==> config.mk <==
export PLATFORM = sky130hd
export DESIGN_NAME = iev_top
export DESIGN_NICKNAME = d
export VERILOG_FILES = /design/src/iev_pkg.sv /design/src/iev_arbiter.sv /design/src/iev_top.sv
export VERILOG_INCLUDE_DIRS = /design/src
export SDC_FILE = /design/constraint.sdc
export NUM_CORES = 1
export LEC_CHECK = 0
export BUFFER_PORTS_ARGS = -buffer_cell sky130_fd_sc_hd__buf_4
export CORE_MARGIN = 2
export CORE_UTILIZATION = 40
export DETAILED_ROUTE_END_ITERATION = 8
export PLACE_DENSITY = 0.73
export SYNTH_ARGS = -nofsm -noshare
export SYNTH_HDL_FRONTEND = slang
export SYNTH_SLANG_ARGS = --single-unit
==> constraint.sdc <==
create_clock -name ref_clk_i -period 24.1 [get_ports ref_clk_i]
set_input_delay 4.82 -clock ref_clk_i [delete_from_list [all_inputs] [get_ports ref_clk_i]]
set_output_delay 4.82 -clock ref_clk_i [all_outputs]
set_load 0.005 [all_outputs]
==> src/iev_cfg.svh <==
`ifndef IEV_CFG_SVH
`define IEV_CFG_SVH

// source count and vector addresses
`define IEV_NSRC        18
`define IEV_RESET_VEC   16'h0000
`define IEV_VEC_BASE    16'h0003
`define IEV_VEC_STEP    16'h0008
`define IEV_LANE_BITS   8

// register indices; byte address is four times the index
`define IEV_IDX_XEN_ONE 8'h9b
`define IEV_IDX_XEN_TWO 8'h9c
`define IEV_IDX_PEN     8'ha8
`define IEV_IDX_PRIO_LO 8'hc0
`define IEV_IDX_PRIO_HI 8'hc1
`define IEV_IDX_SOFT    8'hc2
`define IEV_IDX_PEND    8'hc3
`define IEV_IDX_INSVC   8'hc4

// reset values and writable masks
`define IEV_EN_RESET    8'h00
`define IEV_XEN_ONE_WR  8'hbf
`define IEV_XEN_TWO_WR  8'h07

// vector numbers of the sources
`define IEV_V_EXT0      0
`define IEV_V_TMR0      1
`define IEV_V_EXT1      2
`define IEV_V_TMR1      3
`define IEV_V_UART0     4
`define IEV_V_T2A       5
`define IEV_V_I2C       6
`define IEV_V_PIN       7
`define IEV_V_BOD       8
`define IEV_V_SPARE     9
`define IEV_V_WDT       10
`define IEV_V_ADC       11
`define IEV_V_T2B       12
`define IEV_V_T2C       13
`define IEV_V_T2D       14
`define IEV_V_UART1     15
`define IEV_V_TMR3      16
`define IEV_V_WKT       17

// timer-2 control flag positions, channels a to d
`define IEV_T2_A_BIT    4
`define IEV_T2_B_BIT    5
`define IEV_T2_C_BIT    6
`define IEV_T2_D_BIT    7

// natural order, first entry in the low bits wins ties
`define IEV_NAT_ORDER {5'h11, 5'h10, 5'h0f, 5'h0e, 5'h0d, 5'h0c, 5'h09, 5'h05, 5'h04, \
                       5'h03, 5'h07, 5'h02, 5'h0b, 5'h06, 5'h01, 5'h0a, 5'h08, 5'h00}

`endif

==> src/iev_pkg.sv <==
`default_nettype none
package iev_pkg;
    typedef logic [1:0]  iev_lvl_t;
    typedef logic [4:0]  iev_vidx_t;
    typedef logic [15:0] iev_addr_t;
endpackage
`default_nettype wire

==> src/iev_arbiter.sv <==
`timescale 1ns/1ns
`default_nettype none
`include "iev_cfg.svh"

module iev_arbiter #(
    parameter int NSRC = `IEV_NSRC
) (
    input  wire logic [NSRC-1:0] req_i,
    input  wire logic [NSRC-1:0] prio_low_i,
    input  wire logic [NSRC-1:0] prio_high_i,
    output logic                 any_o,
    output iev_pkg::iev_vidx_t   idx_o,
    output iev_pkg::iev_lvl_t    lvl_o
);
    import iev_pkg::*;

    localparam logic [5*NSRC-1:0] ORDER = `IEV_NAT_ORDER;

    // walk the natural order; only a strictly higher level displaces
    // the current pick, so the earlier source wins a tie
    always_comb begin
        iev_vidx_t src;
        iev_lvl_t  lvl;
        src   = '0;
        lvl   = '0;
        any_o = 1'b0;
        idx_o = '0;
        lvl_o = '0;
        for (int k = 0; k < NSRC; k++) begin
            src = ORDER[5*k +: 5];
            lvl = {prio_high_i[src], prio_low_i[src]};
            if (req_i[src] && (!any_o || lvl > lvl_o)) begin // RULE20
                any_o = 1'b1;
                idx_o = src;
                lvl_o = lvl;
            end
        end
    end

endmodule
`default_nettype wire

==> src/iev_top.sv <==
// Implementation choice: register access over Wishbone.
`timescale 1ns/1ns
`default_nettype none
`include "iev_cfg.svh"

// Contract
// RULE1: eighteen sources, four levels, each with own level, vector and enable
// RULE2: a running routine yields only to a strictly higher level
// RULE3: return pulse leaves the in-service state of the current level (a return in the same cycle as a take is ignored)
// RULE4: vector 0003h for number 0, step eight up to 008bh; reset 0000h
// RULE5: global enable at primary bit 7 low blocks every source
// RULE6: requests during global disable stay pending and are served later
// RULE7: software-set flags request exactly like hardware-set ones
// RULE8: an enabled source requests whenever its flag is one
// RULE9: service software clears its flags to avoid repeated requests
// RULE10: each source is gated by its own enable bit
// RULE11: primary enable holds global, adc, brownout, uart0, timer1, ext1, timer0, ext0
// RULE12: first extended enable holds t2d, t2c, watchdog, t2b, t2a, pin, i2c
// RULE13: second extended enable holds wakeup timer, timer3, uart1
// RULE14: uart0 request is tx-done or rx-done, gated by its enable
// RULE15: i2c request is state-change or timeout, gated by one enable
// RULE16: pin request is any of eight channel flags when enabled
// RULE17: uart1 request is tx-done or rx-done, gated by its enable
// RULE18: timer-2 channels a to d flags are control bits 4 to 7
// RULE19: same or lower level requests wait for the active return
// RULE20: ties at one level resolve by fixed natural order
// RULE21: edge-triggered external flags clear when their routine is entered
// RULE22: request and vector to core; core acks fetch and pulses return
module iev_top (
    input  wire logic         ref_clk_i,
    input  wire logic         resetn_i,
    input  wire logic         wb_cyc_i,
    input  wire logic         wb_stb_i,
    input  wire logic         wb_we_i,
    input  wire logic [9:0]   wb_adr_i,
    input  wire logic [3:0]   wb_sel_i,
    input  wire logic [31:0]  wb_dat_i,
    output logic      [31:0]  wb_dat_o,
    output logic              wb_ack_o,
    input  wire logic         adc_flag_i,
    input  wire logic         brownout_flag_i,
    input  wire logic         watchdog_flag_i,
    input  wire logic         timer0_flag_i,
    input  wire logic         timer1_flag_i,
    input  wire logic         timer3_flag_i,
    input  wire logic         wakeup_timer_flag_i,
    input  wire logic         uart0_tx_done_flag_i,
    input  wire logic         uart0_rx_done_flag_i,
    input  wire logic         uart1_tx_done_flag_i,
    input  wire logic         uart1_rx_done_flag_i,
    input  wire logic         i2c_state_flag_i,
    input  wire logic         i2c_timeout_flag_i,
    input  wire logic [7:0]   pin_change_flags_i,
    input  wire logic [7:0]   timer2_control_i,
    input  wire logic [1:0]   ext_pin_n_i,
    input  wire logic [1:0]   ext_pin_trigger_type_i,
    output logic              irq_req_o,
    output iev_pkg::iev_addr_t irq_vector_o,
    output iev_pkg::iev_lvl_t irq_level_o,
    input  wire logic         irq_ack_i,
    input  wire logic         reti_i
);
    import iev_pkg::*;

    localparam int NSRC = `IEV_NSRC;

    logic [7:0]      primary_irq_enable;
    logic [7:0]      extended_irq_enable_one;
    logic [7:0]      extended_irq_enable_two;
    logic [NSRC-1:0] prio_low;
    logic [NSRC-1:0] prio_high;
    logic [NSRC-1:0] soft_flag;
    logic [NSRC-1:0] hw_flag;
    logic [NSRC-1:0] src_flag;
    logic [NSRC-1:0] src_en;
    logic [NSRC-1:0] src_req;
    logic [3:0]      in_service;
    logic [1:0]      ext_pin_flag;
    logic [1:0]      pin_meta;
    logic [1:0]      pin_sync;
    logic [1:0]      pin_prev;
    logic [1:0]      pin_fall;
    logic [1:0]      ext_taken;
    logic            win_any;
    iev_vidx_t       win_idx;
    iev_lvl_t        win_lvl;
    iev_vidx_t       req_idx;
    logic            preempt_ok;
    logic            next_req;
    logic            taken;
    logic            bus_req;
    logic            bus_wr;
    logic [7:0]      bus_idx;
    logic [31:0]     rd_val;

    // named enable bits
    logic global_irq_enable;
    logic adc_irq_enable;
    logic brownout_irq_enable;
    logic uart0_irq_enable;
    logic timer1_irq_enable;
    logic ext_pin1_irq_enable;
    logic timer0_irq_enable;
    logic ext_pin0_irq_enable;
    logic timer2_chan_d_irq_enable;
    logic timer2_chan_c_irq_enable;
    logic watchdog_irq_enable;
    logic timer2_chan_b_irq_enable;
    logic timer2_chan_a_irq_enable;
    logic pin_change_irq_enable;
    logic i2c_irq_enable;
    logic wakeup_timer_irq_enable;
    logic timer3_irq_enable;
    logic uart1_irq_enable;

    // highest level currently in service
    function automatic iev_lvl_t top_level(input logic [3:0] svc);
        iev_lvl_t r;
        r = '0;
        for (int l = 0; l < 4; l++) begin
            if (svc[l]) begin
                r = iev_lvl_t'(l);
            end
        end
        return r;
    endfunction

    // byte-lane merge for the wide registers
    function automatic logic [NSRC-1:0] lane_write(input logic [NSRC-1:0] old_v,
                                                   input logic [31:0] wd,
                                                   input logic [3:0] sel);
        logic [NSRC-1:0] r;
        r = old_v;
        for (int b = 0; b < NSRC; b++) begin
            if (sel[b / `IEV_LANE_BITS]) begin
                r[b] = wd[b];
            end
        end
        return r;
    endfunction

    // enable bit positions in the three enable registers
    assign global_irq_enable        = primary_irq_enable[7];       // RULE11
    assign adc_irq_enable           = primary_irq_enable[6];
    assign brownout_irq_enable      = primary_irq_enable[5];
    assign uart0_irq_enable         = primary_irq_enable[4];
    assign timer1_irq_enable        = primary_irq_enable[3];
    assign ext_pin1_irq_enable      = primary_irq_enable[2];
    assign timer0_irq_enable        = primary_irq_enable[1];
    assign ext_pin0_irq_enable      = primary_irq_enable[0];
    assign timer2_chan_d_irq_enable = extended_irq_enable_one[7];  // RULE12
    assign timer2_chan_c_irq_enable = extended_irq_enable_one[5];
    assign watchdog_irq_enable      = extended_irq_enable_one[4];
    assign timer2_chan_b_irq_enable = extended_irq_enable_one[3];
    assign timer2_chan_a_irq_enable = extended_irq_enable_one[2];
    assign pin_change_irq_enable    = extended_irq_enable_one[1];
    assign i2c_irq_enable           = extended_irq_enable_one[0];
    assign wakeup_timer_irq_enable  = extended_irq_enable_two[2];  // RULE13
    assign timer3_irq_enable        = extended_irq_enable_two[1];
    assign uart1_irq_enable         = extended_irq_enable_two[0];

    // enables by vector number; the spare slot never requests
    always_comb begin
        src_en                = '0;
        src_en[`IEV_V_EXT0]   = ext_pin0_irq_enable;
        src_en[`IEV_V_TMR0]   = timer0_irq_enable;
        src_en[`IEV_V_EXT1]   = ext_pin1_irq_enable;
        src_en[`IEV_V_TMR1]   = timer1_irq_enable;
        src_en[`IEV_V_UART0]  = uart0_irq_enable;
        src_en[`IEV_V_T2A]    = timer2_chan_a_irq_enable;
        src_en[`IEV_V_I2C]    = i2c_irq_enable;
        src_en[`IEV_V_PIN]    = pin_change_irq_enable;
        src_en[`IEV_V_BOD]    = brownout_irq_enable;
        src_en[`IEV_V_WDT]    = watchdog_irq_enable;
        src_en[`IEV_V_ADC]    = adc_irq_enable;
        src_en[`IEV_V_T2B]    = timer2_chan_b_irq_enable;
        src_en[`IEV_V_T2C]    = timer2_chan_c_irq_enable;
        src_en[`IEV_V_T2D]    = timer2_chan_d_irq_enable;
        src_en[`IEV_V_UART1]  = uart1_irq_enable;
        src_en[`IEV_V_TMR3]   = timer3_irq_enable;
        src_en[`IEV_V_WKT]    = wakeup_timer_irq_enable;
    end

    // hardware flags by vector number; composite sources are ored
    always_comb begin
        hw_flag               = '0;
        hw_flag[`IEV_V_EXT0]  = ext_pin_flag[0];
        hw_flag[`IEV_V_TMR0]  = timer0_flag_i;
        hw_flag[`IEV_V_EXT1]  = ext_pin_flag[1];
        hw_flag[`IEV_V_TMR1]  = timer1_flag_i;
        hw_flag[`IEV_V_UART0] = uart0_tx_done_flag_i | uart0_rx_done_flag_i; // RULE14
        hw_flag[`IEV_V_T2A]   = timer2_control_i[`IEV_T2_A_BIT];              // RULE18
        hw_flag[`IEV_V_I2C]   = i2c_state_flag_i | i2c_timeout_flag_i;        // RULE15
        hw_flag[`IEV_V_PIN]   = |pin_change_flags_i;                          // RULE16
        hw_flag[`IEV_V_BOD]   = brownout_flag_i;
        hw_flag[`IEV_V_WDT]   = watchdog_flag_i;
        hw_flag[`IEV_V_ADC]   = adc_flag_i;
        hw_flag[`IEV_V_T2B]   = timer2_control_i[`IEV_T2_B_BIT];              // RULE18
        hw_flag[`IEV_V_T2C]   = timer2_control_i[`IEV_T2_C_BIT];
        hw_flag[`IEV_V_T2D]   = timer2_control_i[`IEV_T2_D_BIT];
        hw_flag[`IEV_V_UART1] = uart1_tx_done_flag_i | uart1_rx_done_flag_i; // RULE17
        hw_flag[`IEV_V_TMR3]  = timer3_flag_i;
        hw_flag[`IEV_V_WKT]   = wakeup_timer_flag_i;
    end

    // a soft flag is a second source for the same request line
    assign src_flag = hw_flag | soft_flag;                                // RULE7
    // flags are never consumed by gating, so a blocked request waits
    assign src_req  = src_flag & src_en & {NSRC{global_irq_enable}};     // RULE5 RULE6 RULE8 RULE10

    iev_arbiter #(
        .NSRC        (NSRC)
    ) u_arbiter (
        .req_i       (src_req),
        .prio_low_i  (prio_low),
        .prio_high_i (prio_high),
        .any_o       (win_any),
        .idx_o       (win_idx),
        .lvl_o       (win_lvl)
    );                                                                    // RULE1 RULE20

    // only a strictly higher level may nest over what is in service
    assign preempt_ok = (in_service == 4'h0) || (win_lvl > top_level(in_service)); // RULE2 RULE19
    assign next_req   = win_any & preempt_ok;
    assign taken      = irq_ack_i & irq_req_o;

    // request and vector are registered; a take drops the request for a
    // cycle so in-service is updated before the next pick
    always_ff @(posedge ref_clk_i or negedge resetn_i) begin
        if (!resetn_i) begin
            irq_req_o    <= 1'b0;
            irq_vector_o <= `IEV_RESET_VEC;                               // RULE4
            irq_level_o  <= '0;
            req_idx      <= '0;
        end else if (taken) begin
            irq_req_o    <= 1'b0;                                         // RULE22
        end else begin
            irq_req_o    <= next_req;
            irq_vector_o <= `IEV_VEC_BASE + 16'(win_idx) * `IEV_VEC_STEP; // RULE4
            irq_level_o  <= win_lvl;
            req_idx      <= win_idx;
        end
    end

    // in-service levels: a take marks, a return clears the top level; a take in the same cycle wins and that return is lost
    always_ff @(posedge ref_clk_i or negedge resetn_i) begin
        if (!resetn_i) begin
            in_service <= 4'h0;
        end else if (taken) begin
            in_service <= in_service | (4'h1 << irq_level_o);             // RULE22
        end else if (reti_i) begin
            in_service <= in_service & ~(4'h1 << top_level(in_service));  // RULE3
        end
    end

    // external pins cross into this clock through two flops
    always_ff @(posedge ref_clk_i or negedge resetn_i) begin
        if (!resetn_i) begin
            pin_meta <= 2'h3;
            pin_sync <= 2'h3;
            pin_prev <= 2'h3;
        end else begin
            pin_meta <= ext_pin_n_i;
            pin_sync <= pin_meta;
            pin_prev <= pin_sync;
        end
    end

    assign pin_fall     = pin_prev & ~pin_sync;
    assign ext_taken[0] = taken && (req_idx == iev_vidx_t'(`IEV_V_EXT0));
    assign ext_taken[1] = taken && (req_idx == iev_vidx_t'(`IEV_V_EXT1));

    // level mode follows the inverted pin; edge mode latches a fall and
    // a new fall in the take cycle wins over the clear
    for (genvar p = 0; p < 2; p++) begin : g_ext
        always_ff @(posedge ref_clk_i or negedge resetn_i) begin
            if (!resetn_i) begin
                ext_pin_flag[p] <= 1'b0;
            end else if (!ext_pin_trigger_type_i[p]) begin
                ext_pin_flag[p] <= ~pin_sync[p];
            end else if (pin_fall[p]) begin
                ext_pin_flag[p] <= 1'b1;
            end else if (ext_taken[p]) begin
                ext_pin_flag[p] <= 1'b0;                                  // RULE21
            end
        end
    end

    // wishbone classic: ack one cycle after the strobe, writes land
    // on the ack edge so they coincide with the master's sampling
    assign bus_req = wb_cyc_i & wb_stb_i & ~wb_ack_o;
    assign bus_wr  = wb_cyc_i & wb_stb_i & wb_we_i & wb_ack_o;
    assign bus_idx = wb_adr_i[9:2];

    always_ff @(posedge ref_clk_i or negedge resetn_i) begin
        if (!resetn_i) begin
            wb_ack_o <= 1'b0;
        end else begin
            wb_ack_o <= bus_req;
        end
    end

    // enable registers; reserved bits stay zero
    always_ff @(posedge ref_clk_i or negedge resetn_i) begin
        if (!resetn_i) begin
            primary_irq_enable      <= `IEV_EN_RESET;
            extended_irq_enable_one <= `IEV_EN_RESET;
            extended_irq_enable_two <= `IEV_EN_RESET;
        end else if (bus_wr && wb_sel_i[0]) begin
            if (bus_idx == `IEV_IDX_PEN) begin
                primary_irq_enable <= wb_dat_i[7:0];
            end
            if (bus_idx == `IEV_IDX_XEN_ONE) begin
                extended_irq_enable_one <= wb_dat_i[7:0] & `IEV_XEN_ONE_WR;
            end
            if (bus_idx == `IEV_IDX_XEN_TWO) begin
                extended_irq_enable_two <= wb_dat_i[7:0] & `IEV_XEN_TWO_WR;
            end
        end
    end

    // priority and software flag registers
    always_ff @(posedge ref_clk_i or negedge resetn_i) begin
        if (!resetn_i) begin
            prio_low  <= '0;
            prio_high <= '0;
            soft_flag <= '0;
        end else if (bus_wr) begin
            if (bus_idx == `IEV_IDX_PRIO_LO) begin
                prio_low <= lane_write(prio_low, wb_dat_i, wb_sel_i);
            end
            if (bus_idx == `IEV_IDX_PRIO_HI) begin
                prio_high <= lane_write(prio_high, wb_dat_i, wb_sel_i);
            end
            if (bus_idx == `IEV_IDX_SOFT) begin
                soft_flag <= lane_write(soft_flag, wb_dat_i, wb_sel_i); // RULE7
            end
        end
    end

    // read mux; unmapped indices read zero and are still acked
    always_comb begin
        rd_val = 32'h0000_0000;
        case (bus_idx)
            `IEV_IDX_PEN:     rd_val = 32'(primary_irq_enable);
            `IEV_IDX_XEN_ONE: rd_val = 32'(extended_irq_enable_one);
            `IEV_IDX_XEN_TWO: rd_val = 32'(extended_irq_enable_two);
            `IEV_IDX_PRIO_LO: rd_val = 32'(prio_low);
            `IEV_IDX_PRIO_HI: rd_val = 32'(prio_high);
            `IEV_IDX_SOFT:    rd_val = 32'(soft_flag);
            `IEV_IDX_PEND:    rd_val = 32'(src_flag);
            `IEV_IDX_INSVC:   rd_val = 32'(in_service);
            default:          rd_val = 32'h0000_0000;
        endcase
    end

    always_ff @(posedge ref_clk_i or negedge resetn_i) begin
        if (!resetn_i) begin
            wb_dat_o <= 32'h0000_0000;
        end else if (bus_req && !wb_we_i) begin
            wb_dat_o <= rd_val;
        end
    end
endmodule
`default_nettype wire

# Word level (Yosys, flattened, before mapping)
# Cells that the tools add are included.
classes:
  n_addsub: 1
  order_cmp: 18
  n_eq_ne: 11
  shifts: 2
  n_mux: 68
  bitwise: 20
  reduce_logical: 73
ops:
  columns: ["op", "n"]
  rows:
  - ["18-bit case mux with 8 select lines", 1]
  - ["4-bit 2-to-1 mux", 17]
  - ["8-bit equality test, second input constant", 8]
  - ["2-bit 2-to-1 mux", 22]
  - ["18-bit AND", 2]
  - ["2-bit > comparator", 18]
  - ["3-bit AND reduction", 9]
  - ["1-bit 2-to-1 mux", 26]
  - ["1-bit logical AND", 21]
  - ["1-bit logical NOT", 18]
  - ["1-bit logical OR", 18]
  - ["18-bit OR", 1]
  - ["5-bit 2-to-1 mux", 2]
  - ["2-bit by 8-bit adder with 9-bit output, first input constant", 1]
  - ["8-bit OR reduction", 1]
  - ["1-bit by 2-bit << shifter with 4-bit output, first input constant", 2]
  - ["1-bit AND", 6]
  - ["3-bit by 1-bit inequality test with 1-bit output, second input constant", 2]
  - ["2-bit AND reduction", 3]
  - ["5-bit by 2-bit equality test with 1-bit output, second input constant", 1]
  - ["5-bit logical NOT", 1]
  - ["4-bit AND", 1]
  - ["4-bit logical NOT", 1]
  - ["4-bit inverter", 1]
  - ["other kinds (6)", 10]
totals:
  regBits: 141
  input_bits: 86
  out_inout_bits: 52
  word_cells: 217

# Longest topological paths before layout
# Gate-level depths: netlist of the first run.
logic_depth:
  depth_word: 77
  depth_mapped: 105
  depth_no_buf: 103

# Cells and area by module
# A second synthesis of the first run with hierarchy kept.
hier_totals:
  cells_unflattened: 746
  hier_area_um2: 7324.5
modules_own_cells:
  columns: ["mod", "instances", "cells_each", "area_each_um2", "seq_area_each_um2"]
  rows:
  - ["iev_top", 1, 471, 5566.6, 2810.2]
  - ["iev_arbiter", 1, 275, 1757.9, 0.0]

# Worst setup path after synthesis of the first run
# Ideal clock, no wire load.
synth_timing:
  path_type: "input to register"
  from: "input brownout_flag_i"
  to: "register irq_req_o"
  setup_time_ps: 133
  t_arrival_ps: 22028
  required_ps: 23967
  path_slack_ps: 1939
  stages: 97
  path_buffers: 1
  path_cell_list: "o211a_1 -> nand2_1 -> a21oi_1 -> nor2_1 -> ha_1 -> nor2b_1 -> a2bb2oi_1 -> o21ba_2 -> o31ai_1 -> ha_1 -> nor2b_1 -> o21ai_1 -> a21o_1 -> mux2i_1 -> nor2_1 -> inv_1 -> ha_1 -> nor2b_1 -> [... 61 more ...] -> mux2_4 -> inv_1 -> ha_1 -> nor2b_1 -> o21ai_0 -> a21o_1 -> mux2_2 -> inv_1 -> ha_1 -> nor2b_1 -> o21ai_0 -> a21o_4 -> mux2_2 -> ha_1 -> a21oi_1 -> a21oi_1 -> o21ai_0 -> a21oi_1"
synth_via:
  elab_chain_cells: 73
  elab_cells_between_ends: 106
  cone_classes: "order compare: 17; mux: 35; bitwise: 4; reduce/logical: 50"
synth_rtl:
  columns: ["item", "line", "text"]
  rows:
  - ["start: declaration", "iev_top.sv:41", "input wire logic brownout_flag_i,"]
  - ["18-bit OR *", "iev_top.sv:207", "assign src_flag = hw_flag | soft_flag;"]
  - ["18-bit AND * (2 in series)", "iev_top.sv:209", "assign src_req = src_flag & src_en & {NSRC{global_irq_enable}};"]
  - ["1-bit logical AND *", "iev_arbiter.sv:32", "if (req_i[src] && (!any_o || lvl > lvl_o)) begin"]
  - ["2-bit 2-to-1 mux or 1-bit 2-to-1 mux (tied branches)", "iev_arbiter.sv:32", null]
  - ["2-bit > comparator or 1-bit logical NOT (tied branches)", "iev_arbiter.sv:32", null]
  - ["1-bit logical OR", "iev_arbiter.sv:32", null]
  - ["1-bit logical AND", "iev_arbiter.sv:32", null]
  - ["2-bit 2-to-1 mux or 1-bit 2-to-1 mux (tied branches)", "iev_arbiter.sv:32", null]
  - ["[... 57 more ...]", null, null]
  - ["1-bit logical OR", "iev_arbiter.sv:32", null]
  - ["1-bit logical AND", "iev_arbiter.sv:32", null]
  - ["2-bit 2-to-1 mux *", "iev_arbiter.sv:32", null]
  - ["via u_arbiter.lvl_o[1]", "iev_arbiter.sv:13", "output iev_pkg::iev_lvl_t lvl_o"]
  - ["2-bit > comparator *", "iev_top.sv:223", "assign preempt_ok = (in_service == 4'h0) || (win_lvl > top_level(in_service));"]
  - ["1-bit logical OR *", "iev_top.sv:223", null]
  - ["1-bit AND *", "iev_top.sv:224", "assign next_req = win_any & preempt_ok;"]
  - ["1-bit 2-to-1 mux *", "iev_top.sv:235", "end else if (taken) begin"]
  - ["end signal: assignment", "iev_top.sv:238", "irq_req_o <= next_req;"]
  - ["end: declaration", "iev_top.sv:57", "output logic irq_req_o,"]
# The timed path passes the listed nets; every way through them passes the cells marked *.
# A chain may end at the register's enable or synchronous reset.

# Worst setup path in the final report of the first run
# Same ends and word-level chain as after synthesis.

==> out/results.ini, run 1 <==
[die]
ioPinCount=138
start_util=0.4070
die_height_um=136.4
die_w_um=136.4
placementRows=48
core_area_mm2=0.01724
fp.dieArea_mm2=0.01861

[logic_synthesis]
synth.area.top_cells=dfrtp_1 (38%), mux2_2 (12%), ha_1 (4.6%)
syn-instance-count=693
yosys.area.top_type_share=0.3781
ys_types=81
synth_top_family_by_area=compound AO/OA/AOI/OAI gates
async_flop_share=1.000
yosys_warnings=0
synth_ff_type=dfrtp_1
yosys.area_share.adder=0.05368
ys_ff_latch=112
yosys-top-cells-count=dfrtp_1 (106), mux2_2 (77), nand2_1 (60), nor2_1 (50), a21oi_1 (39)
syn_avg_cell_area_um2=10.12
synth.most_common_cell=dfrtp_1
yosys.area_share.simple=0.1371
synthesis.area_mm2=0.007015
yosys.area.top_type=dfrtp_1
synthMuxAreaShare=0.1364
synth-xor-area-share=0
synth_compound_area_frac=0.2179
synth-edff-count=0
yosysSeqAreaShare=0.4006

[setup_path]
crit_required_ns=24.32
crit_path_end_kind=register
worstPathMaxFanout=7
cp-start-kind=input port
worstSetupPathType=in -> reg
cp.arrival_ns=23.10
worst_path_largest_cell_delay_ns=0.39
crit_slowest_cell=mux2_2
path_common_cell=ha_1

[power_and_ir_drop]
power_frac_seq=0.513
power.share.clock=0.423
switching_share=0.2377
internal_power_uw=283.1
power_uw=371.4
leakage_uw=0.004178
p_comb_frac=0.064
ir_drop_v=0.00003163
power_density_mw_per_mm2=44.97
switchingPower_uw=88.28

[sta]
slew_violations=0
worstMarginPinSlew_ns=1.134
relSlewSlack=0.2380
setup_viol=0
clock.fmax_ghz=0.04371
post-route-min-period_ns=22.88
hold_viol_final=0
fin_crit_sh=0.9492
finalClockSkew_ns=0.01043
hold_ws_ns=0.3570

[layout]
drive_gt1_frac=0.3029
antennaDiodeCount=0
nets=897
nFillCells=1576
design_area_mm2=0.008258
area_growth_pct=17.71

[placed_design]
io_buffers=93
dp.final_hpwl_um=14180
globalplace.congestion=0.8852
place_area_mm2=0.007840

[detailed_routing]
drt_iter0_drc=530
routedWlPerCell_um=19.02
firstDrtPassIters=6
via_per_inst=5.771
wl_um=19280
final_antenna_net_count=0
drc=0
dr_total_vias=5852

[clock_network]
cts_tree=done
numCtsBuffers=9
cts.sinks=112
holdBufCountCts=0
cts.clk_slew.worst_paths_ns=0.07
clock_path_buffers=2
clk_latency_ns=0.36
cts_root_buffer=clkbuf_16
htree_levels=3

[status]
run_status=finished, final reports clean

[grt]
grt_max_degree=67
grt_pass1_vias=5663
antenna_found_initial=0
grt_use_total=0.2158
grt_first_pass_wirelength_um=30850
gr-total-overflow=0

[hold_path]
hold_path.class=reg -> reg

[flow_run]
drv_cap=0

-- layout make-up --
type	count	area, µm²	area share
clock buffers	10	239.0	0.02894
clock inverters	5	63.81	0.007727
inverters	23	86.33	0.01045
multi-input cells	531	3966	0.4803
flip-flops and latches	112	2810	0.3403
well taps	225	281.5	0.03409
repair buffers	108	810.8	0.09818
-- cell usage in the layout (no fill, tap or decap), types with 5 or more instances in the layout --
master and instances:
a21oi_1 37, o211ai_1 7, nand2_1 60, nor3_1 5, nand3_1 10, a2111oi_0 8, conb_1 23, clkbuf_16 9
ha_1 26, inv_1 23, dfrtp_1 106, buf_4 108, and3_1 7, dfstp_2 6, o21a_1 13, o211a_1 10
o21ai_0 20, mux2i_1 6, nor2b_1 16, mux2_2 77, a211oi_1 16, and2_1 6, a22oi_1 7, a21o_1 21
a31oi_1 5, nor2_1 48, o21ai_1 5, a221oi_1 6
-- per-layer routing --
layer,vias up,wire length (µm),GRT usage
met1,2860,8853,0.3028
met3,31,1086,0.02647
met5,-,0,0
met2,226,8782,0.3384
met4,0,561,0.08681
li1,2735,-,-
-- through the flow --
stage | util | TNS, ns | instances | setup slack [ns]
finish | 0.4791 | 0 | 1014 | 1.224
global route | 0.4791 | -0.08410 | 1014 | -0.08410
detailed placement | 0.4548 | 0 | 991 | 0.3938
CTS | 0.4724 | 0 | 1006 | 0.7205
floorplan | - | 0 | 715 | 1.939
global placement | 0.4548 | 0 | 991 | 0.5742
-- final timing paths --
| path | slack [ns] | cells past startpoint | start | end |
|---|---|---|---|---|
| worst min register to register | 0.36 | 0 | pin_meta[1] | pin_sync[1] |
| min in group asynchronous | 4.56 | 1 | resetn_i | wb_dat_o[10] |
| worst min-delay path | 0.36 | 0 | pin_meta[1] | pin_sync[1] |
| max in group asynchronous | 18.38 | 2 | resetn_i | extended_irq_enable_two[0] |
| worst max register to register | 4.15 | 100 | primary_irq_enable[7] | irq_req_o |
| worst max-delay path | 1.22 | 96 | brownout_flag_i | irq_req_o |
-- critical path: cells and delay by family --
family | cells | cell delay [ns]
buffers and inverters | 5 | 0.48
adders and majority gates | 21 | 5.97
muxes | 7 | 2.42
AOI/OAI and AO/OA | 37 | 6.58
and+or+nand+nor | 26 | 2.82
-- logic make-up after synthesis --
kind of cell             after synthesis
AND/OR/NAND/NOR                      188
AO/OA/AOI/OAI                        204
buffers and inverters                 72
multiplexers                          85
other                                  1
adder cells (fa/ha/maj)               31
flip-flops                           112
-- state kept, by name (all words and copies together) (netlist names), 3 cells and up --
| signal | count |
|---|---|
| req_idx | 5 |
| soft_flag | 18 |
| primary_irq_enable | 8 |
| extended_irq_enable_one | 7 |
| in_service | 4 |
| extended_irq_enable_two | 3 |
| wb_dat_o | 18 |
| prio_high | 18 |
| prio_low | 18 |
-- power groups by stage --
stage / combinational (µW) / clock (µW) / sequential, µW
5_1_grt: 26.6 / 166 / 191
2_1_floorplan: 9.96 / 0 / 194
3_5_place_dp: 23.9 / 0 / 194
3_3_place_gp: 23.5 / 0 / 194
4_1_cts: 24.1 / 158 / 191
6_report: 23.9 / 157 / 191
-- timing repair --
action,in CTS,in global routing
buffers inserted,0,8
resized for setup,0,13
setup endpoints to repair,0,8
endpoints found under the hold margin,0,0
No activity file was read; power rests on OpenSTA's default activity.
==> inputs of run 2 (changes only) <==
- CORE_UTILIZATION: 40 -> 39
- CTS_CLUSTER_DIAMETER: not set -> 100
- PLACE_DENSITY: 0.73 -> 0.72
==> out/results.ini, run 2 (synthesized netlist as in run 1, its figures left out) <==
[sta]
post-route-min-period_ns=22.88  ; about the same
worstMarginPinSlew_ns=1.151  ; was 1.134 ns
clock.fmax_ghz=0.04371  ; about the same
setup_viol=0  ; unchanged
fin_crit_sh=0.9494  ; was 0.9492
hold_viol_final=0  ; unchanged
relSlewSlack=0.2266  ; was 0.2380
hold_ws_ns=0.3587  ; was 0.3570 ns
slew_violations=0  ; unchanged
finalClockSkew_ns=0.006646  ; was 0.01043 ns

[detailed_routing]
routedWlPerCell_um=18.94  ; was 19.02 µm
firstDrtPassIters=6  ; unchanged
dr_total_vias=5871  ; was 5852
final_antenna_net_count=0  ; unchanged
via_per_inst=5.762  ; was 5.771
drc=0  ; unchanged
wl_um=19300  ; was 19280 µm
drt_iter0_drc=613  ; was 530

[setup_path]
worst_path_largest_cell_delay_ns=0.39  ; about the same
path_common_cell=ha_1  ; unchanged
r2r_slack_ns=4.14  ; was 4.15 ns
cp.arrival_ns=23.11  ; was 23.10 ns
crit_slowest_cell=mux2_2  ; unchanged
worstPathMaxFanout=9  ; was 7
crit_required_ns=24.33  ; was 24.32 ns
reg2reg_depth=102  ; was 100
rr_startpoint=primary_irq_enable[7]  ; unchanged
reg2reg_to=irq_req_o  ; unchanged
crit_path_end_kind=register  ; unchanged
startpoint=brownout_flag_i  ; unchanged
cp-start-kind=input port  ; unchanged
worstSetupPathType=in -> reg  ; unchanged

[power_and_ir_drop]
switchingPower_uw=90.27  ; was 88.28 µW
ir_drop_v=0.00003416  ; was 0.00003163 V
leakage_uw=0.004185  ; was 0.004178 µW
power_frac_seq=0.509  ; was 0.513
power.share.clock=0.427  ; was 0.423
power_uw=374.1  ; was 371.4 µW
switching_share=0.2413  ; was 0.2377
power_density_mw_per_mm2=45.33  ; was 44.97 mW/mm²
p_comb_frac=0.064  ; about the same
internal_power_uw=283.9  ; was 283.1 µW

[die]
ioPinCount=138  ; unchanged
fp.dieArea_mm2=0.01908  ; was 0.01861 mm²
die_w_um=138.1  ; was 136.4 µm
start_util=0.3946  ; was 0.4070
core_area_mm2=0.01778  ; was 0.01724 mm²
placementRows=49  ; was 48
die_height_um=138.1  ; was 136.4 µm

[grt]
gr-total-overflow=0  ; unchanged
grt_pass1_vias=5565  ; was 5663
grt_use_total=0.2011  ; was 0.2158
grt_max_degree=77  ; was 67
antenna_found_initial=0  ; unchanged
grt_first_pass_wirelength_um=30660  ; was 30850 µm

[placed_design]
io_buffers=93  ; unchanged
globalplace.congestion=0.8939  ; was 0.8852
dp.final_hpwl_um=14120  ; was 14180 µm

[status]
run_status=finished, final reports clean  ; unchanged

[layout]
nets=897  ; unchanged
antennaDiodeCount=0  ; unchanged
nFillCells=1700  ; was 1576
layout_common_cells=buf_4 (108), dfrtp_1 (106), mux2_2 (77), nand2_1 (60), nor2_1 (48)  ; unchanged
area_growth_pct=17.66  ; was 17.71%
drive_gt1_frac=0.3013  ; was 0.3029
layout_commonest_cell=buf_4  ; unchanged
multi_input_area_mm2=0.003956  ; was 0.003966 mm²
seqCellArea_mm2=0.002810  ; unchanged

[clock_network]
cts.clk_slew.worst_paths_ns=0.08  ; was 0.07 ns
cts_root_buffer=clkbuf_16  ; unchanged
numCtsBuffers=9  ; unchanged
htree_levels=3  ; unchanged
cts_tree=done  ; unchanged
clk_latency_ns=0.36  ; about the same
cts.sinks=112  ; unchanged
clock_path_buffers=2  ; unchanged

[hold_path]
hold_path.class=reg -> reg  ; unchanged
hold_path_end=pin_sync[1]  ; unchanged
hold_path.startpoint=pin_meta[1]  ; unchanged
holdPathStages=0  ; unchanged

[flow_run]
drv_cap=0  ; unchanged

## run 2: what timing repair did
item                       4_1_cts  5_1_grt
setup endpoints to repair        0        7
setup buffers                    0        8
hold endpoints to repair         0        0
resized for setup                0       12
hold buffers                     0        0
## run 2: through the flow
stage / cells / util / setup TNS [ns] / cell area, µm² / setup slack [ns]
after global placement: 995 / 0.4412 / 0 / 7845 / 0.6701
after global routing: 1019 / 0.4643 / -0.008825 / 8254 / -0.008825
final: 1019 / 0.4643 / 0 / 8254 / 1.220
after floorplan: 715 / - / 0 / 7098 / 1.939
after detailed placement: 995 / 0.4412 / 0 / 7845 / 0.4908
after CTS: 1011 / 0.4583 / 0 / 8149 / 0.7757
## run 2: final cells by class
cell class / count / area share
Multi-Input combinational cell: 531 / 0.4793
Sequential cell: 112 / 0.3405
Tap cell: 229 / 0.03471
Inverter: 23 / 0.01046
Clock buffer: 11 / 0.02941
Timing Repair Buffer: 108 / 0.09823
Clock inverter: 5 / 0.007428
## run 2: power by group through the flow
stage	sequential, µW	combinational, µW	clock (µW)
2_1_floorplan	194	9.96	0
3_3_place_gp	194	23.8	0
3_5_place_dp	194	23.9	0
4_1_cts	190	24.1	162
5_1_grt	191	26.6	168
6_report	191	23.9	160
## run 2: worst max-delay path by stage
stage                      to  slack (ns)
global placement    irq_req_o        0.67
global route        irq_req_o      -0.009
floorplan           irq_req_o        1.94
finish              irq_req_o        1.22
CTS                 irq_req_o        0.78
detailed placement  irq_req_o        0.49
## run 2: worst max-delay path, delay by kind of cell
| kind | cells | cell delay [ns] |
|---|---|---|
| adder cells (fa/ha/maj) | 21 | 5.95 |
| AND/OR/NAND/NOR | 26 | 2.79 |
| buffers and inverters | 6 | 0.69 |
| AO/OA/AOI/OAI | 38 | 6.43 |
| multiplexers | 7 | 2.42 |
## run 2: metal layers
layer | global-route usage | routed length, µm
met1 | 0.2890 | 8704
met4 | 0.06284 | 459
met3 | 0.03083 | 1451
met5 | 0 | 0
met2 | 0.3142 | 8682
==> inputs of run 3 (changes only) <==
- CORE_ASPECT_RATIO: not set -> 0.9
==> out/results.ini, run 3 (synthesized netlist as in run 1, its figures left out) <==
[status]
run_status=finished, final reports clean  ; unchanged

[setup_path]
worstSetupPathType=in -> reg  ; unchanged
r2r_slack_ns=4.06  ; was 4.14 ns
cp.arrival_ns=23.28  ; was 23.11 ns
worstPathMaxFanout=7  ; was 9
path_common_cell=ha_1  ; unchanged
cp-start-kind=input port  ; unchanged
crit_required_ns=24.33  ; about the same
crit_slowest_cell=mux2_2  ; unchanged
worst_path_largest_cell_delay_ns=0.39  ; about the same
crit_path_end_kind=register  ; unchanged

[layout]
nFillCells=1691  ; was 1700
fin_util=0.4677  ; was 0.4643
drive_gt1_frac=0.2999  ; was 0.3013
design_area_mm2=0.008238  ; was 0.008254 mm²
area_growth_pct=17.42  ; was 17.66%
multi_input_area_mm2=0.003946  ; was 0.003956 mm²
layout_common_cells=dfrtp_1 (106), buf_4 (105), mux2_2 (77), nand2_1 (60), nor2_1 (49)  ; was buf_4 (108), dfrtp_1 (106), mux2_2 (77), nand2_1 (60), nor2_1 (48)
seqCellArea_mm2=0.002810  ; unchanged
antennaDiodeCount=0  ; unchanged
nets=894  ; was 897
layout_commonest_cell=dfrtp_1  ; was buf_4

[grt]
grt_max_degree=63  ; was 77
grt_first_pass_wirelength_um=30150  ; was 30660 µm
grt_use_total=0.2010  ; was 0.2011
grt_busiest_layer=met2  ; unchanged
antenna_found_initial=0  ; unchanged
use_met1=0.2944  ; was 0.2890
use_met3=0.04444  ; was 0.03083
grt_pass1_vias=5377  ; was 5565
grtUsageMet2=0.2959  ; was 0.3142
gr-total-overflow=0  ; unchanged

[power_and_ir_drop]
switchingPower_uw=95.83  ; was 90.27 µW
power.share.clock=0.419  ; was 0.427
power_density_mw_per_mm2=44.89  ; was 45.33 mW/mm²
internal_power_uw=274.0  ; was 283.9 µW
power_frac_seq=0.516  ; was 0.509
p_comb_frac=0.065  ; was 0.064
ir_drop_v=0.00004781  ; was 0.00003416 V
switching_share=0.2591  ; was 0.2413
leakage_uw=0.004154  ; was 0.004185 µW

[sta]
fin_crit_sh=0.9564  ; was 0.9494
post-route-min-period_ns=23.05  ; was 22.88 ns
slew_violations=0  ; unchanged
finalClockSkew_ns=0.01614  ; was 0.006646 ns
fin_setup_tns_ns=0  ; unchanged
worstMarginPinSlew_ns=1.187  ; was 1.151 ns
clock.fmax_ghz=0.04339  ; was 0.04371 GHz
hold_viol_final=0  ; unchanged
setup_viol=0  ; unchanged
relSlewSlack=0.2071  ; was 0.2266
hold_ws_ns=0.3570  ; was 0.3587 ns

[clock_network]
clk_latency_ns=0.37  ; was 0.36 ns
numCtsBuffers=9  ; unchanged
cts.sinks=112  ; unchanged
htree_levels=3  ; unchanged
clock_path_buffers=2  ; unchanged
cts_tree=done  ; unchanged
cts.clk_slew.worst_paths_ns=0.07  ; was 0.08 ns
cts_root_buffer=clkbuf_16  ; unchanged

[detailed_routing]
firstDrtPassIters=6  ; unchanged
dr_total_vias=5781  ; was 5871
wl_um=19390  ; was 19300 µm
drc=0  ; unchanged
routedWlPerCell_um=18.88  ; was 18.94 µm
drt_iter0_drc=461  ; was 613
final_antenna_net_count=0  ; unchanged
via_per_inst=5.629  ; was 5.762

[placed_design]
globalplace.congestion=0.9161  ; was 0.8939
io_buffers=93  ; unchanged
dp.final_hpwl_um=14240  ; was 14120 µm
place_area_mm2=0.007851  ; was 0.007845 mm²

[die]
placementRows=46  ; was 49
fp.dieArea_mm2=0.01908  ; about the same
die_height_um=131.2  ; was 138.1 µm
core_area_mm2=0.01761  ; was 0.01778 mm²
start_util=0.3983  ; was 0.3946
ioPinCount=138  ; unchanged
die_w_um=145.4  ; was 138.1 µm

[hold_path]
hold_path.class=reg -> reg  ; unchanged

[flow_run]
drv_cap=0  ; unchanged

## run 3: what timing repair did
action                                  4_1_cts  5_1_grt
setup buffers                                 0        6
endpoints found under the setup margin        0        8
resized for setup                             0        9
hold buffers                                  0        0
## run 3: layer usage
layer	routed length, µm	share of wire
met1	8833	0.46
met2	8509	0.44
met3	1563	0.081
met4	479	0.025
met5	0	0
## run 3: final cells by class
class / instances / share of cell area
multi-input cells: 531 / 0.4790
clock buffers: 9 / 0.02734
flip-flops and latches: 112 / 0.3411
repair buffers: 105 / 0.09569
clock inverters: 7 / 0.009872
inverters: 23 / 0.01048
well taps: 240 / 0.03645
## run 3: worst paths after layout
kind	start	endpoint	depth (start not counted)
setup / recovery	brownout_flag_i	irq_req_o	97
hold / removal	pin_meta[0]	pin_sync[0]	0
setup reg to reg	primary_irq_enable[7]	irq_req_o	101
hold reg to reg	pin_meta[0]	pin_sync[0]	0
max in group asynchronous	resetn_i	prio_high[9]	2
min in group asynchronous	resetn_i	ext_pin_flag[0]	1
## run 3: stage by stage
step | worst slack [ns] | total power (µW) | cells
2_1_floorplan | 1.939 | 203.8 | 715
3_3_place_gp | 0.3228 | 218.1 | 1005
3_5_place_dp | 0.09592 | 218.4 | 1005
4_1_cts | 0.4159 | 373.4 | 1021
5_1_grt | -0.06044 | 383.2 | 1027
6_report | 1.052 | 369.8 | 1027
## run 3: critical path: cells and delay by family
family,cells,cell delay [ns]
adder cells (fa/ha/maj),21,5.94
buffers and inverters,5,0.47
AND/OR/NAND/NOR,25,2.47
AO/OA/AOI/OAI,38,7.04
multiplexers,8,2.51
## run 3: power by group through the flow
| stage | registers, µW | clock network [µW] | logic [µW] |
|---|---|---|---|
| floorplan | 194 | 0 | 9.96 |
| finish | 191 | 155 | 24.1 |
| global route | 191 | 166 | 26.6 |
| detailed placement | 194 | 0 | 24.0 |
| global placement | 194 | 0 | 23.9 |
| CTS | 191 | 159 | 24.1 |
